`src/verilog/bcg_pkg.sv`:
```
// Purpose: Shared constants for the bus clock generator.
// Assumes: Oscillator and VCO clocks arrive as plain pins sampled by clk_i.
// Notes: Delay counts are in oscillator clock cycles.
package bcg_pkg;
  // ----------------------------------------------------------------
  // Counter and delays
  // ----------------------------------------------------------------
  localparam int unsigned CNT_W = 13;
  localparam logic [12:0] STARTUP_CYCLES = 13'h1000; // 4096 osc cycles
  localparam logic [12:0] STOP_LONG_CYCLES = 13'h1000; // 4096 osc cycles
  localparam logic [12:0] STOP_SHORT_CYCLES = 13'h0020; // 32 osc cycles
  localparam logic [12:0] CNT_RESET = 13'h0000;
  // ----------------------------------------------------------------
  // Divider edge counts (half periods of the base clock)
  // ----------------------------------------------------------------
  localparam logic [1:0] OSC_EDGES_PER_HALF = 2'h2; // Osc / 2 base
  localparam logic [1:0] VCO_EDGES_PER_HALF = 2'h3; // Vco / 3 base
  localparam logic [1:0] EDGE_CNT_RESET = 2'h0;
  // ----------------------------------------------------------------
  // Pin synchroniser layout
  // ----------------------------------------------------------------
  localparam int unsigned PIN_N = 4;
  localparam int unsigned PIN_OSC = 0;
  localparam int unsigned PIN_VCO = 1;
  localparam int unsigned PIN_POR = 2;
  localparam int unsigned PIN_LVD = 3;
  typedef enum logic [1:0] {
    BCG_STARTUP,
    BCG_RUN,
    BCG_STOP,
    BCG_RECOVER
  } bcg_state_t;
endpackage : bcg_pkg

```
`src/verilog/bcg_bus_clock_gen.sv`:
```
// Purpose: Bus clock generator with start-up, stop-recovery and wait gating.
// Assumes: Osc, VCO, power-on and low-voltage lines are asynchronous pins.
// Notes: Clock outputs are sampled waveforms built on clk_i, far faster than osc.
// Functional notes
// - Bus runs at osc divided by four, or VCO divided by six.
// - Bus clock is the base clock divided by two.
// - After power-on or low-voltage reset hold clocks for 4096 osc cycles.
// - Drive the reset pin low throughout the start-up timeout.
// - Start bus clocks immediately when the start-up timeout ends.
// - On stop exit let the oscillator advance the system counter.
// - After stop hold clocks for 4096 or 32 osc cycles.
// - Stop the CPU clocks in wait mode.
// - Give peripherals a separate clock set that keeps running in wait.
// - Derive all clocks from one base clock, osc or PLL path.
// - System counter is 13 bits, advancing on osc falling edges.
`timescale 1ns/1ps
`default_nettype none
module bcg_bus_clock_gen (
  input wire logic clk_i, // 100 MHz system clock
  input wire logic reset_n_i, // Async reset, active low
  input wire logic osc_clock_i, // Oscillator clock pin
  input wire logic vco_clock_i, // PLL VCO clock pin
  input wire logic pll_select_i, // High selects the PLL path
  input wire logic por_i, // Power-on detect, active high
  input wire logic low_voltage_detect_i, // Low-voltage detect, active high
  input wire logic stop_req_i, // CPU enters stop mode
  input wire logic wake_i, // Interrupt, break or reset ends stop
  input wire logic wait_i, // CPU in wait mode
  input wire logic long_recovery_i, // High selects 4096-cycle recovery
  output logic base_clock_out_o, // Base clock
  output logic bus_clock_o, // Ungated bus clock
  output logic cpu_clock_o, // CPU clock set
  output logic periph_clock_o, // Peripheral clock set
  output logic clocks_active_o, // Bus clocks running
  output logic reset_pin_o, // External reset pin drive value
  output logic reset_pin_oe_o // High while pulling reset pin low
);
  // ----------------------------------------------------------------
  // Reset release and pin synchronisers
  // ----------------------------------------------------------------
  logic [1:0] rst_sync_q;
  logic rst_n;
  logic [bcg_pkg::PIN_N-1:0] pin_raw;
  logic [bcg_pkg::PIN_N-1:0] pin_s1_q;
  logic [bcg_pkg::PIN_N-1:0] pin_s2_q;
  logic [bcg_pkg::PIN_N-1:0] pin_s3_q;

  // Release reset through two flops so all logic leaves reset together
  always_ff @(posedge clk_i or negedge reset_n_i) begin
    if (!reset_n_i) begin
      rst_sync_q <= 2'h0;
    end else begin
      rst_sync_q <= {rst_sync_q[0], 1'b1};
    end
  end
  assign rst_n = rst_sync_q[1];
  assign pin_raw = {low_voltage_detect_i, por_i, vco_clock_i, osc_clock_i};

  // Two flops per pin, third stage only feeds edge detection
  genvar gi;
  generate
    for (gi = 0; gi < bcg_pkg::PIN_N; gi++) begin : g_sync
      always_ff @(posedge clk_i or negedge rst_n) begin
        if (!rst_n) begin
          pin_s1_q[gi] <= 1'b0;
          pin_s2_q[gi] <= 1'b0;
          pin_s3_q[gi] <= 1'b0;
        end else begin
          pin_s1_q[gi] <= pin_raw[gi];
          pin_s2_q[gi] <= pin_s1_q[gi];
          pin_s3_q[gi] <= pin_s2_q[gi];
        end
      end
    end
  endgenerate

  // Edge detection shared by both clock pins
  function automatic logic any_edge(input logic prev, input logic cur);
    any_edge = prev ^ cur;
  endfunction : any_edge

  logic osc_edge;
  logic vco_edge;
  logic osc_fall;
  logic reset_event;
  assign osc_edge = any_edge(pin_s3_q[bcg_pkg::PIN_OSC], pin_s2_q[bcg_pkg::PIN_OSC]);
  assign vco_edge = any_edge(pin_s3_q[bcg_pkg::PIN_VCO], pin_s2_q[bcg_pkg::PIN_VCO]);
  assign osc_fall = pin_s3_q[bcg_pkg::PIN_OSC] & ~pin_s2_q[bcg_pkg::PIN_OSC];
  assign reset_event = pin_s2_q[bcg_pkg::PIN_POR] | pin_s2_q[bcg_pkg::PIN_LVD];

  // ----------------------------------------------------------------
  // Sequencer
  // ----------------------------------------------------------------
  bcg_pkg::bcg_state_t state_q;
  logic long_q;
  logic [12:0] count;
  logic cnt_clear;
  logic cnt_adv;
  logic startup_done;
  logic recover_done;
  logic [12:0] recover_target;

  assign recover_target = long_q ? bcg_pkg::STOP_LONG_CYCLES : bcg_pkg::STOP_SHORT_CYCLES;
  assign startup_done = (count == bcg_pkg::STARTUP_CYCLES);
  assign recover_done = (count == recover_target);
  // Counter frozen in stop; osc clocks it again once stop is left
  assign cnt_adv = osc_fall && (state_q != bcg_pkg::BCG_STOP);
  assign cnt_clear = reset_event || (state_q == bcg_pkg::BCG_RUN) || (state_q == bcg_pkg::BCG_STOP);

  // Mode sequencing; a power or voltage event overrides everything
  always_ff @(posedge clk_i or negedge rst_n) begin
    if (!rst_n) begin
      state_q <= bcg_pkg::BCG_STARTUP;
    end else if (reset_event) begin
      state_q <= bcg_pkg::BCG_STARTUP;
    end else begin
      case (state_q)
        bcg_pkg::BCG_STARTUP: begin
          if (startup_done) begin
            state_q <= bcg_pkg::BCG_RUN;
          end
        end
        bcg_pkg::BCG_RUN: begin
          if (stop_req_i) begin
            state_q <= bcg_pkg::BCG_STOP;
          end
        end
        bcg_pkg::BCG_STOP: begin
          if (wake_i) begin
            state_q <= bcg_pkg::BCG_RECOVER;
          end
        end
        bcg_pkg::BCG_RECOVER: begin
          if (recover_done) begin
            state_q <= bcg_pkg::BCG_RUN;
          end
        end
        default: begin
          state_q <= bcg_pkg::BCG_STARTUP;
        end
      endcase
    end
  end

  // Recovery length caught once at stop entry, so later changes cannot cut it short
  always_ff @(posedge clk_i or negedge rst_n) begin
    if (!rst_n) begin
      long_q <= 1'b1;
    end else if (state_q == bcg_pkg::BCG_RUN && stop_req_i && !reset_event) begin
      long_q <= long_recovery_i;
    end
  end

  bcg_sys_counter u_sys_counter (
    .clk_i(clk_i),
    .rst_n_i(rst_n),
    .clear_i(cnt_clear),
    .advance_i(cnt_adv),
    .count_o(count)
  );

  // ----------------------------------------------------------------
  // Base and bus clock dividers
  // ----------------------------------------------------------------
  logic pll_sel_q;
  logic [1:0] edge_cnt_q;
  logic src_edge;
  logic [1:0] edge_limit;
  logic base_q;
  logic base_toggle;
  logic bus_q;
  logic bus_d;

  // One input clock picked for everything downstream
  assign src_edge = pll_sel_q ? vco_edge : osc_edge;
  assign edge_limit = pll_sel_q ? bcg_pkg::VCO_EDGES_PER_HALF : bcg_pkg::OSC_EDGES_PER_HALF;
  assign base_toggle = src_edge && (edge_cnt_q == edge_limit - 2'h1) && (state_q != bcg_pkg::BCG_STOP);
  assign bus_d = bus_q ^ (base_toggle & ~base_q);

  // Count source edges; a source switch restarts the half period
  always_ff @(posedge clk_i or negedge rst_n) begin
    if (!rst_n) begin
      pll_sel_q <= 1'b0;
      edge_cnt_q <= bcg_pkg::EDGE_CNT_RESET;
    end else begin
      pll_sel_q <= pll_select_i;
      if (pll_sel_q != pll_select_i || state_q == bcg_pkg::BCG_STOP) begin
        edge_cnt_q <= bcg_pkg::EDGE_CNT_RESET;
      end else if (base_toggle) begin
        edge_cnt_q <= bcg_pkg::EDGE_CNT_RESET;
      end else if (src_edge) begin
        edge_cnt_q <= edge_cnt_q + 2'h1;
      end
    end
  end

  // Base toggles every half period; stop holds it low
  always_ff @(posedge clk_i or negedge rst_n) begin
    if (!rst_n) begin
      base_q <= 1'b0;
      bus_q <= 1'b0;
    end else if (state_q == bcg_pkg::BCG_STOP) begin
      base_q <= 1'b0;
      bus_q <= 1'b0;
    end else begin
      base_q <= base_q ^ base_toggle;
      bus_q <= bus_d;
    end
  end

  // ----------------------------------------------------------------
  // Clock gating and reset pin
  // ----------------------------------------------------------------
  logic run_q;
  logic cpu_run_q;
  logic cpu_clk_q;
  logic per_clk_q;
  logic rst_pin_oe_q;

  // Gates open only in run; wait closes the CPU set alone
  always_ff @(posedge clk_i or negedge rst_n) begin
    if (!rst_n) begin
      run_q <= 1'b0;
      cpu_run_q <= 1'b0;
    end else begin
      run_q <= (state_q == bcg_pkg::BCG_RUN) && !reset_event;
      cpu_run_q <= (state_q == bcg_pkg::BCG_RUN) && !reset_event && !wait_i;
    end
  end

  // Two clock sets so wait-capable peripherals keep ticking
  always_ff @(posedge clk_i or negedge rst_n) begin
    if (!rst_n) begin
      cpu_clk_q <= 1'b0;
      per_clk_q <= 1'b0;
    end else begin
      cpu_clk_q <= bus_d & cpu_run_q;
      per_clk_q <= bus_d & run_q;
    end
  end

  // Pin pulled low for the whole start-up timeout
  always_ff @(posedge clk_i or negedge rst_n) begin
    if (!rst_n) begin
      rst_pin_oe_q <= 1'b1;
    end else begin
      rst_pin_oe_q <= reset_event || (state_q == bcg_pkg::BCG_STARTUP && !startup_done);
    end
  end

  assign base_clock_out_o = base_q;
  assign bus_clock_o = bus_q;
  assign cpu_clock_o = cpu_clk_q;
  assign periph_clock_o = per_clk_q;
  assign clocks_active_o = run_q;
  assign reset_pin_o = 1'b0; // Open drain: only the enable moves
  assign reset_pin_oe_o = rst_pin_oe_q;
endmodule : bcg_bus_clock_gen
`default_nettype wire

```
`src/verilog/bcg_sys_counter.sv`:
```
// Purpose: 13-bit system counter for start-up and stop-recovery delays.
// Assumes: advance_i is a one-cycle pulse per oscillator falling edge.
// Notes: Clear has priority over advance.
`timescale 1ns/1ps
`default_nettype none
module bcg_sys_counter (
  input wire logic clk_i, // System clock
  input wire logic rst_n_i, // Synchronised reset, active low
  input wire logic clear_i, // Restart count from zero
  input wire logic advance_i, // Oscillator falling edge pulse
  output logic [12:0] count_o // Current count
);
  // ------------------------------------------------------------
  // Counter
  // ------------------------------------------------------------
  logic [12:0] count_q;
  // Advance on each oscillator falling edge, wrap at the top
  always_ff @(posedge clk_i or negedge rst_n_i) begin
    if (!rst_n_i) begin
      count_q <= bcg_pkg::CNT_RESET;
    end else if (clear_i) begin
      count_q <= bcg_pkg::CNT_RESET;
    end else if (advance_i) begin
      count_q <= count_q + 13'h0001;
    end
  end
  assign count_o = count_q;
endmodule : bcg_sys_counter
`default_nettype wire
```
`config.mk`:
```
export PLATFORM = sky130hd
export DESIGN_NAME = bcg_bus_clock_gen
export DESIGN_NICKNAME = d
export VERILOG_FILES = /design/src/verilog/bcg_pkg.sv /design/src/verilog/bcg_bus_clock_gen.sv /design/src/verilog/bcg_sys_counter.sv
export SDC_FILE = /design/constraint.sdc
export NUM_CORES = 1
export LEC_CHECK = 0
export ABC_CLOCK_PERIOD_IN_PS = 1200
export BUFFER_PORTS_ARGS = -buffer_cell sky130_fd_sc_hd__buf_2
export CORE_MARGIN = 2
export CORE_UTILIZATION = 35
export CTS_BUF_LIST = sky130_fd_sc_hd__clkbuf_16
export DETAILED_ROUTE_END_ITERATION = 8
export PLACE_DENSITY = 0.63
export SYNTH_ARGS = -nofsm -noshare
export SYNTH_HDL_FRONTEND = slang
export SYNTH_SLANG_ARGS = --single-unit
```
`constraint.sdc`:
```
create_clock -name clk_i -period 1.2 [get_ports clk_i]
set_input_delay 0.24 -clock clk_i [delete_from_list [all_inputs] [get_ports clk_i]]
set_output_delay 0.24 -clock clk_i [all_outputs]
set_load 0.1 [all_outputs]
```
==> impl_metrics.env, run 1 <==
export IMPL_path_clk_slew_ns=0.06
export IMPL_synth_edf_count=0
export IMPL_detail_route_wl_per_cell_microns=14.0
export IMPL_netlist_top_cells_area="dfrtp_1 53%, ha_1 6.6%, nor2_1 5.3%"
export IMPL_cts_buffers=5
export IMPL_synth_area_sq_mm=0.00171
export IMPL_clock_latency_ns=0.28
export IMPL_dr_pass1_iters=4
export IMPL_ys_seq_area_share_pct=55.9
export IMPL_finClkSkew_ns=0.00820
export IMPL_max_freq_mhz=556
export IMPL_row_count=25
export IMPL_syn_area_per_cell_sq_um=11.0
export IMPL_cellLeakagePower_nw=1.20
export IMPL_syn2layout_area_growth_pct=61.6
export IMPL_maxCapViolCount=0
export IMPL_io_pins=18
export IMPL_arrival_ns=1.97
export IMPL_ant_nets=0
export IMPL_die_x_microns=73.8
export IMPL_htree_levels=2
export IMPL_grt_max_degree=37
export IMPL_placed_cell_area_sq_mm=0.00229
export IMPL_nets=238
export IMPL_rsz0062_at_grt="yes"
export IMPL_track_usage_pct=15.7
export IMPL_finalMaxSlewViolations=0
export IMPL_clkSinkCount=38
export IMPL_hold_violations=0
export IMPL_clockBufferDepth=2
export IMPL_root_buffer="clkbuf_16"
export IMPL_ys_flop_type="dfrtp_1"
export IMPL_die_height_microns=73.8
export IMPL_grt_pass1_vias=1345
export IMPL_violations="setup timing"
export IMPL_synthCells=155
export IMPL_num_vias=1327
export IMPL_stdcell_area_sq_mm=0.00276
export IMPL_grt_pass1_wl_microns=6260
export IMPL_core_area_sq_mm=0.00472
export IMPL_worst_setup_path_start_kind="register"
export IMPL_fin_crit_sh_pct=150
export IMPL_finalSetupViolations=25
export IMPL_crit_path_start="u_sys_counter.count_o[0]"
export IMPL_yosysUniqueCellTypes=35
export IMPL_r2r_start="u_sys_counter.count_o[0]"
export IMPL_synth_largest_area_cell="dfrtp_1"
export IMPL_cts_tree="yes"
export IMPL_drive_gt1_share_pct=50.2
export IMPL_yosysWarnings=0
export IMPL_end_kind="register"
export IMPL_required_ns=1.37
export IMPL_via_per_inst=4.64
export IMPL_synth_top_cell_area_share_pct=52.8
export IMPL_setup_ws_ns=-0.597
export IMPL_place_congestion=0.720
export IMPL_hold_class="primary input to register"
export IMPL_place_ws_ns=-0.473
export IMPL_ir_worst_vdd_uv=856
export IMPL_num_antenna_cells=0
export IMPL_antenna_found_initial=0
export IMPL_portBuffers=16
export IMPL_drc=0
export IMPL_overflow=0
export IMPL_drtIter0Drc=92
export IMPL_crit_path_max_fanout=4
export IMPL_finalWirelength_microns=3990
export IMPL_synth_fp_nets=175
export IMPL_dp_hpwl_microns=2320
export IMPL_dp_cells=270
export IMPL_post_route_util_pct=58.3
export IMPL_start_util_pct=36.1
export IMPL_ys_ff_latch=38
export IMPL_synthArstFlopShare_pct=100
export IMPL_power_density_mw_per_mm2=1310
export IMPL_final_cells=286
export IMPL_worstHoldStart="low_voltage_detect_i"
export IMPL_crit_type="register to register"
export IMPL_dieArea_sq_mm=0.00545
export IMPL_status="finished with violations"
export IMPL_power_mw=3.62
export IMPL_period_needed_ns=1.80
## cell type report
class                           instances  area [sq um]
Fill cell                             365          1970
Clock buffer                            5           125
Clock inverter                          3          37.5
Tap cell                               67          83.8
Sequential cell                        38           956
Inverter                               11          41.3
Timing Repair Buffer                   59           546
Multi-Input combinational cell        103           966
## report_power, final
group	leakage [nW]	total [mW]	internal, mW	switching [mW]
clock	0.0826	1.46	0.965	0.494
sequential	0.485	1.43	1.35	0.0785
combinational	0.635	0.733	0.292	0.441
total	1.20	3.62	2.61	1.01
## worst max-delay path, cell delays in order (launching register included)
cell and delay [ns]:
dfrtp_1 0.40, inv_2 0.08, ha_4 0.11, nor4b_4 0.23, nand4_1 0.23, a221oi_4 0.40, buf_4 0.17, o21ai_2 0.05
## final timing paths
kind | slack (ns) | to | cells past startpoint
setup / recovery | -0.60 | state_q[1] | 7
hold / removal | 0.06 | pin_s1_q[3] | 1
setup reg to reg | -0.60 | state_q[1] | 7
hold reg to reg | 0.23 | pin_s3_q[1] | 1
max in group asynchronous | 0.71 | long_q | 1
min in group asynchronous | 0.23 | pin_s3_q[1] | 1
## cell families after synthesis
| group | after synthesis | share of synthesized area (%) |
|---|---|---|
| AOI/OAI and AO/OA | 13 | 5.80 |
| adders and majority gates | 9 | 6.60 |
| other | 2 | 0.440 |
| xor gates and xnor gates | 14 | 7.19 |
| buffers and inverters | 14 | 3.30 |
| muxes | 3 | 1.91 |
| DFF | 38 | 55.9 |
| and+or+nand+nor | 62 | 18.9 |
## sequential cells by signal, summed over array words and instances, names as in the netlist
register and count:
rst_sync_q 2, edge_cnt_q 2, cpu_run_q 1, pin_s1_q 4, u_sys_counter.count_o 13, periph_clock_o 1
long_q 1, base_clock_out_o 1, pin_s3_q 2, pin_s2_q 4, state_q 2, clocks_active_o 1
pll_sel_q 1, bus_clock_o 1, cpu_clock_o 1, reset_pin_oe_o 1
## layer usage
layer  track usage [%]  up-vias  routed length, microns
met4              7.07        0                     104
met3              4.80        9                     165
met2              26.3       26                    2080
met1              18.4      657                    1640
li1                  -      635                       -
met5                 0        -                       0
## cell usage after synthesis, drive strengths merged (2+ instances only)
library cell,instances
nor3,5
nor4,2
inv,11
dfstp,2
and3,2
xor2,8
mux2,2
nand2,12
and2,3
dfrtp,36
conb,2
xnor2,6
and3b,2
nand4,6
nor2,24
o21ai,3
ha,9
clkbuf,2
a21oi,3
## per-stage QoR
stage	hold slack (ns)	setup TNS [ns]
after global routing	0.0584	-9.06
after CTS	0.0623	-5.56
final	0.0625	-7.22
after detailed placement	0.0284	-5.27
after floorplan	-0.0556	-2.87
after global placement	0.0260	-4.91
## layout by cell type, fill, tap and decap left out, types with 3 or more instances in the layout
cell type  netlist  final
buf_4            1     32
xnor2_1          6      4
nand2_2          0      3
clkbuf_16        0      5
ha_1             9      3
inv_1           11      6
nor2_1          24     19
buf_12           0      7
buf_6            0      8
nand2_1         12      8
and2_1           3      3
nand4_1          6      6
buf_2            0     10
dfrtp_1         36     34
inv_2            0      6
nor2_4           0      5
xor2_1           8      5
ha_4             0      6
## repair_timing
| action | 4_1_cts | 5_1_grt |
|---|---|---|
| setup buffers | 7 | 3 |
| gates resized for setup | 30 | 19 |
| endpoints found under the hold margin | 2 | 0 |
| setup endpoints to repair | 24 | 24 |
| pin swaps | 27 | 20 |
| hold buffers | 1 | 0 |
No activity file was read; power rests on OpenSTA's default activity.
==> run 2: changes to the inputs <==
--- a/config.mk
+++ b/config.mk
@@ -7,6 +7,7 @@
 export LEC_CHECK = 0
 export ABC_CLOCK_PERIOD_IN_PS = 1200
 export BUFFER_PORTS_ARGS = -buffer_cell sky130_fd_sc_hd__buf_2
+export CORE_ASPECT_RATIO = 0.8
 export CORE_MARGIN = 2
 export CORE_UTILIZATION = 35
 export CTS_BUF_LIST = sky130_fd_sc_hd__clkbuf_16
==> impl_metrics.env, run 2 (same netlist as run 1, synthesis figures left out) <==
export IMPL_ant_nets=0
export IMPL_place_ws_ns=-0.454
export IMPL_worst_setup_path_start_kind="register"
export IMPL_clock_latency_ns=0.28
export IMPL_finalMaxSlewViolations=0
export IMPL_cts_buffers=5
export IMPL_core_area_sq_mm=0.00465
export IMPL_via_per_inst=4.68
export IMPL_drive_gt1_share_pct=47.2
export IMPL_htree_levels=2
export IMPL_path_clk_slew_ns=0.06
export IMPL_finalWirelength_microns=3610
export IMPL_num_vias=1291
export IMPL_dp_hpwl_microns=2490
export IMPL_num_antenna_cells=0
export IMPL_fillers=378
export IMPL_final_cell_mix="33 x dfrtp_1, 31 x buf_4, 17 x nor2_1, 10 x buf_2"
export IMPL_place_congestion=0.823
export IMPL_cellLeakagePower_nw=1.18
export IMPL_setup_ws_ns=-0.511
export IMPL_rsz0062_at_grt="yes"
export IMPL_final_common_cell="dfrtp_1"
export IMPL_ir_worst_vdd_uv=915
export IMPL_crit_type="register to register"
export IMPL_period_needed_ns=1.71
export IMPL_cts_tree="yes"
export IMPL_tns_ns=-5.59
export IMPL_antenna_found_initial=0
export IMPL_die_x_microns=82.0
export IMPL_power_mw=3.56
export IMPL_clockPowerShare_pct=40.4
export IMPL_grt_pass1_vias=1311
export IMPL_crit_path_max_fanout=4
export IMPL_finClkSkew_ns=0.00621
export IMPL_drc=0
export IMPL_clkSinkCount=38
export IMPL_syn2layout_area_growth_pct=55.0
export IMPL_pwr_share_comb_pct=19.7
export IMPL_holdWs_ns=0.0652
export IMPL_track_usage_pct=15.3
export IMPL_io_pins=18
export IMPL_hold_violations=0
export IMPL_hold_class="primary input to register"
export IMPL_nets=235
export IMPL_die_height_microns=66.4
export IMPL_drtIter0Drc=110
export IMPL_seqPwrFrac_pct=39.9
export IMPL_required_ns=1.39
export IMPL_row_count=22
export IMPL_grt_pass1_wl_microns=6150
export IMPL_dr_pass1_iters=4
export IMPL_arrival_ns=1.90
export IMPL_violations="setup timing"
export IMPL_portBuffers=16
export IMPL_post_route_util_pct=56.8
export IMPL_end_kind="register"
export IMPL_max_freq_mhz=584
export IMPL_status="finished with violations"
export IMPL_p_switching_mw=0.972
export IMPL_start_util_pct=36.7
export IMPL_switching_share_pct=27.3
export IMPL_largest_register_ffs=13
export IMPL_power_density_mw_per_mm2=1350
export IMPL_p_int_mw=2.59
export IMPL_root_buffer="clkbuf_16"
export IMPL_grt_max_degree=37
export IMPL_detail_route_wl_per_cell_microns=13.1
export IMPL_fin_crit_sh_pct=143
export IMPL_clockBufferDepth=2
export IMPL_maxCapViolCount=0
export IMPL_finalSetupViolations=24
export IMPL_overflow=0
export IMPL_dieArea_sq_mm=0.00545
==> run 2: repair_timing <==
| action | CTS | global route |
|---|---|---|
| endpoints found under the setup margin | 25 | 26 |
| hold buffers | 1 | 0 |
| gates resized for setup | 20 | 13 |
| endpoints found under the hold margin | 2 | 0 |
| buffers inserted | 3 | 2 |
| pin swaps | 17 | 9 |
==> run 2: final timing paths <==
| check | cells after the start | end | from | slack (ns) |
|---|---|---|---|---|
| max | 7 | state_q[0] | u_sys_counter.count_o[1] | -0.51 |
| min | 1 | pin_s1_q[0] | osc_clock_i | 0.07 |
| max reg2reg | 7 | state_q[0] | u_sys_counter.count_o[1] | -0.51 |
| min reg2reg | 1 | u_sys_counter.count_o[3] | rst_sync_q[1] | 0.23 |
| max in group asynchronous | 1 | long_q | rst_sync_q[1] | 0.71 |
| min in group asynchronous | 1 | u_sys_counter.count_o[3] | rst_sync_q[1] | 0.23 |
==> run 2: layout make-up <==
cell class	instances	area (sq um)	area share (%)
flip-flops and latches	38	957	36.2
multi-input cells	103	885	33.5
repair buffers	56	520	19.7
clock buffers	5	125	4.73
well taps	60	75.1	2.84
inverters	11	43.8	1.66
clock inverters	3	37.5	1.42
==> run 2: metrics by stage <==
| stage | instances | instance area, sq um |
|---|---|---|
| finish | 276 | 2640 |
| global route | 276 | 2640 |
| CTS | 274 | 2570 |
| detailed placement | 264 | 2300 |
| global placement | 264 | 2300 |
| floorplan | 155 | 1780 |
==> run 2: power groups by stage <==
stage | Clock, mW | Sequential, mW | Combinational, mW
2_1_floorplan | 0 | 1.68 | 0.141
3_3_place_gp | 0 | 1.43 | 0.653
3_5_place_dp | 0 | 1.44 | 0.661
4_1_cts | 1.47 | 1.42 | 0.687
5_1_grt | 1.53 | 1.43 | 0.739
6_report | 1.44 | 1.42 | 0.703
==> run 2: critical path, stage by stage, from the launching register on <==
cell and delay (ns):
dfrtp_1 0.38, inv_1 0.07, ha_2 0.18, nor4b_4 0.21, nand4_1 0.17, a221oi_2 0.39
nand3b_1 0.13, o21ai_0 0.10
==> run 2: routing by layer <==
layer	track usage, %	routed length [microns]
met4	6.46	42
met5	0	0
met1	19.9	1690
met3	3.83	109
met2	24.3	1760
